<file path="config.mk">
export PLATFORM = sky130hd
export DESIGN_NAME = extended_memory_op_execute
export DESIGN_NICKNAME = d
export VERILOG_FILES = /design/src/hdl/ext_op_pkg.sv /design/src/hdl/extended_memory_op_execute.sv
export VERILOG_INCLUDE_DIRS = /design/src /design/src/hdl
export SDC_FILE = /design/constraint.sdc
export NUM_CORES = 1
export LEC_CHECK = 0
export ABC_CLOCK_PERIOD_IN_PS = 4170
export BUFFER_PORTS_ARGS = -buffer_cell sky130_fd_sc_hd__buf_2
export CAP_MARGIN = 20
export CELL_PAD_IN_SITES_DETAIL_PLACEMENT = 1
export CELL_PAD_IN_SITES_GLOBAL_PLACEMENT = 2
export CORE_ASPECT_RATIO = 1.75
export CORE_UTILIZATION = 35
export CTS_BUF_LIST = sky130_fd_sc_hd__clkbuf_8
export CTS_CLUSTER_SIZE = 40
export DETAILED_ROUTE_END_ITERATION = 7
export GPL_TIMING_DRIVEN = 0
export PLACE_DENSITY_LB_ADDON = 0.1
export REMOVE_ABC_BUFFERS = 1
export SLEW_MARGIN = 0
export SYNTH_ARGS = -nofsm -noshare
export SYNTH_HDL_FRONTEND = slang
export SYNTH_SLANG_ARGS = --single-unit
</file>
<file path="constraint.sdc">
create_clock -name ref_clk -period 4.17 [get_ports ref_clk]
set_clock_uncertainty 0.2 [all_clocks]
set_input_delay 1.0425 -clock ref_clk [delete_from_list [all_inputs] [get_ports ref_clk]]
set_output_delay 1.0425 -clock ref_clk [all_outputs]
set_load 0.05 [all_outputs]
</file>
<file path="src/hdl/ext_op_params.svh">
// Purpose: named constants for the extended memory operation datapath
// Assumes: 8-bit data memory bytes and an 8-bit working register
// Notes:   definitions only
`ifndef EXT_OP_PARAMS_SVH
`define EXT_OP_PARAMS_SVH

`define BYTE_ZERO    8'h00
`define BYTE_ONES    8'hff
`define BYTE_ONE     8'h01
`define BIT_ONE      1'b1
`define BIT_ZERO     1'b0
`define MSB_POS      7
`define LSB_POS      0
`define NIB_LO_TOP   3
`define NIB_HI_BOT   4
`define WREG_RST     8'h00
`define FLAG_RST     1'b0

`endif

</file>
<file path="src/hdl/ext_op_pkg.sv">
// Purpose: types shared by the extended memory operation datapath
// Assumes: nothing beyond the constants header
// Notes:   opcode list covers the extended single-operand family only
package ext_op_pkg;

  typedef enum logic [4:0] {
    MOVE_WREG_TO_MEM                = 5'h00,
    OR_INTO_WREG                    = 5'h01,
    OR_INTO_MEM                     = 5'h02,
    ROTATE_LEFT_MEM                 = 5'h03,
    ROTATE_LEFT_TO_WREG             = 5'h04,
    ROTATE_LEFT_THRU_CARRY_MEM      = 5'h05,
    ROTATE_LEFT_THRU_CARRY_TO_WREG  = 5'h06,
    ROTATE_RIGHT_MEM                = 5'h07,
    ROTATE_RIGHT_TO_WREG            = 5'h08,
    ROTATE_RIGHT_THRU_CARRY_MEM     = 5'h09,
    ROTATE_RIGHT_THRU_CARRY_TO_WREG = 5'h0a,
    SUBTRACT_BORROW_TO_WREG         = 5'h0b,
    SUBTRACT_BORROW_TO_MEM          = 5'h0c,
    SUBTRACT_TO_WREG                = 5'h0d,
    SUBTRACT_TO_MEM                 = 5'h0e,
    DECREMENT_SKIP_ZERO             = 5'h0f,
    DECREMENT_SKIP_ZERO_TO_WREG     = 5'h10,
    INCREMENT_SKIP_ZERO             = 5'h11,
    INCREMENT_SKIP_ZERO_TO_WREG     = 5'h12,
    SET_ALL                         = 5'h13,
    SET_BIT                         = 5'h14,
    SKIP_IF_NONZERO_BYTE            = 5'h15,
    SKIP_IF_NONZERO_BIT             = 5'h16,
    NIBBLE_EXCHANGE                 = 5'h17
  } op_t;

  typedef enum logic [1:0] {
    ST_RUN   = 2'b01,
    ST_DUMMY = 2'b10
  } seq_state_t;

  typedef struct packed {
    seq_state_t fsm;
    logic [7:0] wreg;
    logic       carry;
    logic       nibble_carry_flag;
    logic       zero;
    logic       twos_complement_range_flag;
    logic       signed_compare_flag;
    logic       chained_zero_flag;
    logic       mem_we;
    logic [7:0] mem_wdata;
    logic       done;
    logic       skip_taken;
    logic       dummy_slot;
  } exec_state_t;

endpackage : ext_op_pkg

</file>
<file path="src/hdl/extended_memory_op_execute.sv">
// Purpose: execute stage for extended memory/working-register operations
// Assumes: mem_rdata holds the addressed byte in the cycle op_valid is high
// Notes:   a taken skip adds one dummy cycle in which new ops are refused
`timescale 1ns/100ps
`include "ext_op_params.svh"

module extended_memory_op_execute
  import ext_op_pkg::*;
(
  // clock and reset
  input  wire logic       ref_clk,
  input  wire logic       rst,
  // operation request
  input  wire logic       op_valid,
  input  wire op_t        op_code,
  input  wire logic [2:0] bit_sel,
  input  wire logic [7:0] mem_rdata,
  // working register and carry preset
  input  wire logic       preset_valid,
  input  wire logic [7:0] preset_wreg,
  input  wire logic       preset_carry,
  // memory write
  output logic            mem_we,
  output logic [7:0]      mem_wdata,
  // working register and flags
  output logic [7:0]      wreg,
  output logic            carry,
  output logic            nibble_carry_flag,
  output logic            zero,
  output logic            twos_complement_range_flag,
  output logic            signed_compare_flag,
  output logic            chained_zero_flag,
  // sequencer handshake
  output logic            done,
  output logic            skip_taken,
  output logic            dummy_slot
);

  exec_state_t st;
  exec_state_t next_st;

  logic       take;
  logic       borrow_in;
  logic [8:0] diff;
  logic [4:0] low_diff;
  logic [7:0] sub_res;
  logic [7:0] dec_res;
  logic [7:0] inc_res;
  logic [7:0] bit_mask;

  // ****************************************************************
  // arithmetic helpers
  // ****************************************************************
  assign take      = op_valid && (st.fsm == ST_RUN);
  assign borrow_in = ((op_code == SUBTRACT_BORROW_TO_WREG) ||
                      (op_code == SUBTRACT_BORROW_TO_MEM)) ? ~st.carry : `BIT_ZERO;
  assign diff      = {1'b0, st.wreg} - {1'b0, mem_rdata} - {8'h00, borrow_in};
  assign low_diff  = {1'b0, st.wreg[`NIB_LO_TOP:`LSB_POS]}
                   - {1'b0, mem_rdata[`NIB_LO_TOP:`LSB_POS]} - {4'h0, borrow_in};
  assign sub_res   = diff[7:0];
  assign dec_res   = mem_rdata - `BYTE_ONE;
  assign inc_res   = mem_rdata + `BYTE_ONE;
  assign bit_mask  = `BYTE_ONE << bit_sel;

  // ****************************************************************
  // next state
  // ****************************************************************
  always_comb begin
    next_st            = st;
    next_st.mem_we     = `BIT_ZERO;
    next_st.done       = `BIT_ZERO;
    next_st.skip_taken = `BIT_ZERO;
    next_st.dummy_slot = `BIT_ZERO;
    next_st.fsm        = ST_RUN;
    case (st.fsm)
      ST_DUMMY: begin
        next_st.fsm = ST_RUN;
      end
      ST_RUN: begin
        if (preset_valid && !op_valid) begin
          next_st.wreg  = preset_wreg;
          next_st.carry = preset_carry;
        end
        if (take) begin
          next_st.done = `BIT_ONE;
          case (op_code)
            MOVE_WREG_TO_MEM: begin
              next_st.mem_we    = `BIT_ONE;
              next_st.mem_wdata = st.wreg;
            end
            OR_INTO_WREG: begin
              next_st.wreg = st.wreg | mem_rdata;
              next_st.zero = ((st.wreg | mem_rdata) == `BYTE_ZERO);
            end
            OR_INTO_MEM: begin
              next_st.mem_we    = `BIT_ONE;
              next_st.mem_wdata = st.wreg | mem_rdata;
              next_st.zero      = ((st.wreg | mem_rdata) == `BYTE_ZERO);
            end
            ROTATE_LEFT_MEM: begin
              next_st.mem_we    = `BIT_ONE;
              next_st.mem_wdata = {mem_rdata[6:0], mem_rdata[`MSB_POS]};
            end
            ROTATE_LEFT_TO_WREG: begin
              next_st.wreg = {mem_rdata[6:0], mem_rdata[`MSB_POS]};
            end
            ROTATE_LEFT_THRU_CARRY_MEM: begin
              next_st.mem_we    = `BIT_ONE;
              next_st.mem_wdata = {mem_rdata[6:0], st.carry};
              next_st.carry     = mem_rdata[`MSB_POS];
            end
            ROTATE_LEFT_THRU_CARRY_TO_WREG: begin
              next_st.wreg  = {mem_rdata[6:0], st.carry};
              next_st.carry = mem_rdata[`MSB_POS];
            end
            ROTATE_RIGHT_MEM: begin
              next_st.mem_we    = `BIT_ONE;
              next_st.mem_wdata = {mem_rdata[`LSB_POS], mem_rdata[7:1]};
            end
            ROTATE_RIGHT_TO_WREG: begin
              next_st.wreg = {mem_rdata[`LSB_POS], mem_rdata[7:1]};
            end
            ROTATE_RIGHT_THRU_CARRY_MEM: begin
              next_st.mem_we    = `BIT_ONE;
              next_st.mem_wdata = {st.carry, mem_rdata[7:1]};
              next_st.carry     = mem_rdata[`LSB_POS];
            end
            ROTATE_RIGHT_THRU_CARRY_TO_WREG: begin
              next_st.wreg  = {st.carry, mem_rdata[7:1]};
              next_st.carry = mem_rdata[`LSB_POS];
            end
            SUBTRACT_BORROW_TO_WREG, SUBTRACT_TO_WREG,
            SUBTRACT_BORROW_TO_MEM, SUBTRACT_TO_MEM: begin
              if ((op_code == SUBTRACT_BORROW_TO_MEM) || (op_code == SUBTRACT_TO_MEM)) begin
                next_st.mem_we    = `BIT_ONE;
                next_st.mem_wdata = sub_res;
              end else begin
                next_st.wreg = sub_res;
              end
              next_st.carry = ~diff[8];
              next_st.nibble_carry_flag = ~low_diff[4];
              next_st.zero = (sub_res == `BYTE_ZERO);
              next_st.twos_complement_range_flag =
                (st.wreg[`MSB_POS] != mem_rdata[`MSB_POS]) &&
                (sub_res[`MSB_POS] != st.wreg[`MSB_POS]);
              next_st.signed_compare_flag = sub_res[`MSB_POS] ^
                ((st.wreg[`MSB_POS] != mem_rdata[`MSB_POS]) &&
                 (sub_res[`MSB_POS] != st.wreg[`MSB_POS]));
              // chained zero keeps the earlier zero across a borrow chain
              if ((op_code == SUBTRACT_BORROW_TO_WREG) || (op_code == SUBTRACT_BORROW_TO_MEM)) begin
                next_st.chained_zero_flag = (sub_res == `BYTE_ZERO) && st.chained_zero_flag;
              end else begin
                next_st.chained_zero_flag = (sub_res == `BYTE_ZERO);
              end
            end
            DECREMENT_SKIP_ZERO: begin
              next_st.mem_we     = `BIT_ONE;
              next_st.mem_wdata  = dec_res;
              next_st.skip_taken = (dec_res == `BYTE_ZERO);
            end
            DECREMENT_SKIP_ZERO_TO_WREG: begin
              next_st.wreg       = dec_res;
              next_st.skip_taken = (dec_res == `BYTE_ZERO);
            end
            INCREMENT_SKIP_ZERO: begin
              next_st.mem_we     = `BIT_ONE;
              next_st.mem_wdata  = inc_res;
              next_st.skip_taken = (inc_res == `BYTE_ZERO);
            end
            INCREMENT_SKIP_ZERO_TO_WREG: begin
              next_st.wreg       = inc_res;
              next_st.skip_taken = (inc_res == `BYTE_ZERO);
            end
            SET_ALL: begin
              next_st.mem_we    = `BIT_ONE;
              next_st.mem_wdata = `BYTE_ONES;
            end
            SET_BIT: begin
              next_st.mem_we    = `BIT_ONE;
              next_st.mem_wdata = mem_rdata | bit_mask;
            end
            SKIP_IF_NONZERO_BYTE: begin
              next_st.skip_taken = (mem_rdata != `BYTE_ZERO);
            end
            SKIP_IF_NONZERO_BIT: begin
              next_st.skip_taken = ((mem_rdata & bit_mask) != `BYTE_ZERO);
            end
            NIBBLE_EXCHANGE: begin
              next_st.mem_we    = `BIT_ONE;
              next_st.mem_wdata = {mem_rdata[`NIB_LO_TOP:`LSB_POS],
                                   mem_rdata[`MSB_POS:`NIB_HI_BOT]};
            end
            default: begin
              next_st.done = `BIT_ZERO;
            end
          endcase
          if (next_st.skip_taken) begin
            next_st.fsm = ST_DUMMY;
          end
        end
      end
      default: begin
        next_st.fsm = ST_RUN;
      end
    endcase
    next_st.dummy_slot = (next_st.fsm == ST_DUMMY);
  end

  // ****************************************************************
  // state register
  // ****************************************************************
  always_ff @(posedge ref_clk or posedge rst) begin
    if (rst) begin
      st <= '{fsm: ST_RUN, wreg: `WREG_RST, carry: `FLAG_RST,
              nibble_carry_flag: `FLAG_RST, zero: `FLAG_RST,
              twos_complement_range_flag: `FLAG_RST,
              signed_compare_flag: `FLAG_RST, chained_zero_flag: `FLAG_RST,
              mem_we: `BIT_ZERO, mem_wdata: `BYTE_ZERO, done: `BIT_ZERO,
              skip_taken: `BIT_ZERO, dummy_slot: `BIT_ZERO};
    end else begin
      st <= next_st;
    end
  end

  assign mem_we                     = st.mem_we;
  assign mem_wdata                  = st.mem_wdata;
  assign wreg                       = st.wreg;
  assign carry                      = st.carry;
  assign nibble_carry_flag          = st.nibble_carry_flag;
  assign zero                       = st.zero;
  assign twos_complement_range_flag = st.twos_complement_range_flag;
  assign signed_compare_flag        = st.signed_compare_flag;
  assign chained_zero_flag          = st.chained_zero_flag;
  assign done                       = st.done;
  assign skip_taken                 = st.skip_taken;
  assign dummy_slot                 = st.dummy_slot;
endmodule : extended_memory_op_execute

</file>
==> results.cfg <==
[cells_and_area]
layout-drive-gt1-share_pct = 20.3
fin_util_pct = 39.1
finalNetCount = 578
final_cell_count_no_fill = 653
fillers = 1364
antenna_cells = 0
multi_input_area_mm2 = 0.00297
area_delta_synth_final_pct = 9.33
regArea_um2 = 677

[worst_setup_path]
crit_fanout = 43
worstPathCellList = buf_16, nand2b_1, o22ai_2, nand2_2, or2_2, fa_2, ha_4, a211oi_4, buf_4, buf_4, nor2_1, a221o_1, o2111ai_1, mux2_2
crit_path_end_kind = flop
critPathKind = in2reg
cpMaxStageDelayCell = a221o_1
crit_family = compound AO/OA/AOI/OAI gates
critPathBufInv = 3
cpMostUsedCell = buf_4
cp.required_ns = 4.22
cpPeakStageDelay_ns = 0.46
start_kind = primary input
worstPathArrival_ns = 4.17

[floorplanning]
start_util_pct = 35.8
rows = 51
ios = 55
die_h_um = 143
die_x_um = 82.5
core_area_mm2 = 0.0111
die_area_mm2 = 0.0118

[synthesis]
synth-edff-count = 0
synth_cell_types = 71
synth_seq_cells = 27
synth_seq_area_share_pct = 17.0
syn-cell-area_mm2 = 0.00397
async_reset_ff_share_pct = 100
syn_area_per_cell_um2 = 7.74
synth_flop_cell = dfrtp_1
syn_inst = 513
ys.warnings.count = 0

[clocking]
cts_tree = yes
cts_max_level = 1
cts_buffers = 3
insertion_delay_ns = 0.30
ctsRootBufferMaster = clkbuf_8
path_clk_slew_ns = 0.12
cts_sinks = 27
cts.path.max_buffers = 2

[grt]
grtUsageTotal_pct = 31.3
grt_max_degree = 44
grt_pass1_wl_mm = 26.4
antenna_found_initial = 0
overflow = 0
grt_pass1_vias = 4290

[detailed_routing]
vias = 4180
route.detailed.drc = 0
wl_per_cell_um = 27.1
drtPass1Iterations = 5
drt_wl_total_mm = 17.7
ant_nets = 0
drtIter0Drc = 262
vias_per_cell = 6.40

[power_and_ir_drop]
pwr-share-comb_pct = 62.7
p_leak_nw = 1.76
p_int_w = 0.000675
p_switching_w = 0.000771
p_clk_share_pct = 12.0
peakVddDrop_v = 0.000389
finalPower_w = 0.00145
swShare_pct = 53.3
pwr-share-seq_pct = 25.3
power_density_mw_per_mm2 = 333

[placement]
port_buffers = 54
hpwl_mm = 13.3
gp_congestion = 0.945
post-place-cells = 645
pre_cts_slack_ns = -1.35

[timing]
finalWorstSetupSlack_ns = 0.0468
hold_violations = 0
worst_pin_slew_ns = 0.923
maxSlewViolCount = 0
worst_hold_slack_ns = 0.278
fmax_mhz = 243
slew-limit-headroom_pct = 38.3
setup_violations = 0
post-route-period-util_pct = 98.9
period_needed_ns = 4.12

[min_path]
hp-class = reg2reg

[outcome]
status = finished, final reports clean

[flow_run]
maxCapViolCount = 0
==> stage by stage <==
stage / TNS (ns) / cell area, um^2
floorplan: 0 / 3640
global placement: -14.60 / 4080
detailed placement: -15.05 / 4110
CTS: 0 / 4280
global route: -0.00789 / 4340
finish: 0 / 4340
==> cell type report <==
type,count,area share [%]
multi-input cells,404,68.5
flip-flops and latches,27,15.6
repair buffers,59,8.67
well taps,132,3.80
inverters,27,2.33
clock buffers,3,0.951
clock inverters,1,0.173
==> per-layer routing <==
layer / track usage (%) / vias to the layer above / wire length, um
met5: 0 / - / 0
met4: 20.9 / 0 / 1360
met3: 2.56 / 59 / 741
met2: 52.7 / 156 / 8710
met1: 36.7 / 2049 / 6880
li1: - / 1916 / -
==> cells by family after synthesis <==
family | share of synthesized area [%]
flops | 17.0
xor+xnor | 5.07
fa+ha+maj | 8.88
compound gates | 30.2
buf+inv | 10.8
simple gates | 23.3
mux | 4.66
==> final timing paths <==
kind / start / end / slack (ns) / cells past startpoint
worst max-delay path: op_code[1] / mem_wdata[7] / 0.05 / 14
worst min-delay path: twos_complement_range_flag / twos_complement_range_flag / 0.28 / 2
worst max register to register: carry / mem_wdata[7] / 0.81 / 10
worst min register to register: twos_complement_range_flag / twos_complement_range_flag / 0.28 / 2
max in group asynchronous: rst / st[26] / 2.58 / 3
min in group asynchronous: rst / mem_we / 0.60 / 2
==> cells in the mapped netlist, types with 5 or more instances <==
cell type / n / area share, %
nor2b_1: 12 / 1.9
nand2_1: 40 / 3.8
nor3_1: 13 / 1.6
mux2_2: 8 / 2.3
o22a_1: 5 / 1.1
a21oi_1: 37 / 4.7
o22ai_1: 13 / 2.0
buf_4: 23 / 4.3
buf_2: 15 / 1.9
a22oi_1: 14 / 2.6
nand2b_1: 9 / 1.4
clkbuf_1: 12 / 1.1
inv_1: 26 / 2.5
xnor2_1: 16 / 3.5
mux2i_1: 5 / 1.3
nor2_1: 32 / 3.0
and3_1: 8 / 1.3
xor2_1: 7 / 1.5
and2_1: 8 / 1.3
a221oi_1: 9 / 2.0
o21ai_0: 24 / 3.0
nand4_1: 9 / 1.4
a221o_1: 7 / 1.8
ha_1: 25 / 7.9
o221ai_1: 6 / 1.3
nand3_1: 16 / 2.0
dfrtp_1: 26 / 16
a31oi_1: 7 / 1.1
==> power groups by stage <==
stage               Clock, W  Combinational (W)  Sequential [W]
finish              0.000174           0.000907        0.000366
global route        0.000186           0.000963        0.000372
CTS                 0.000181           0.000863        0.000366
detailed placement         0           0.000837        0.000370
global placement           0           0.000825        0.000368
floorplan                  0           0.000381        0.000536
==> cells in the final DEF, fill, tap and decap left out, types with 6 or more instances in the layout <==
master	instances
xnor2_1	14
a221o_1	7
nor2b_1	11
nand2_1	38
and3_1	8
o22ai_1	10
buf_2	49
ha_1	24
a31oi_1	7
dfrtp_1	26
a22oi_1	13
a221oi_1	8
inv_1	26
o221ai_1	6
o21ai_0	24
and2_1	8
nor2_1	31
a21oi_1	37
mux2_2	8
nand2b_1	9
nor3_1	13
nand3_1	16
nand4_1	9
==> sequential cells by signal (all words and copies together) (netlist names) <==
name	flops
mem_wdata	8
wreg	8
st	2
carry	1
chained_zero_flag	1
done	1
dummy_slot	1
mem_we	1
nibble_carry_flag	1
signed_compare_flag	1
twos_complement_range_flag	1
zero	1
==> worst min-delay path, stage by stage, from the launching register on <==
cell     delay [ns]
dfrtp_1        0.36
nand2_1        0.05
nand2_1        0.05
==> repair_timing <==
| action | 4_1_cts | 5_1_grt |
|---|---|---|
| hold buffers | 0 | 0 |
| pin swaps | 3 | 6 |
| setup buffers | 2 | 2 |
| setup endpoints to repair | 21 | 8 |
| resized for setup | 22 | 10 |
No activity file was read; power rests on OpenSTA's default activity.
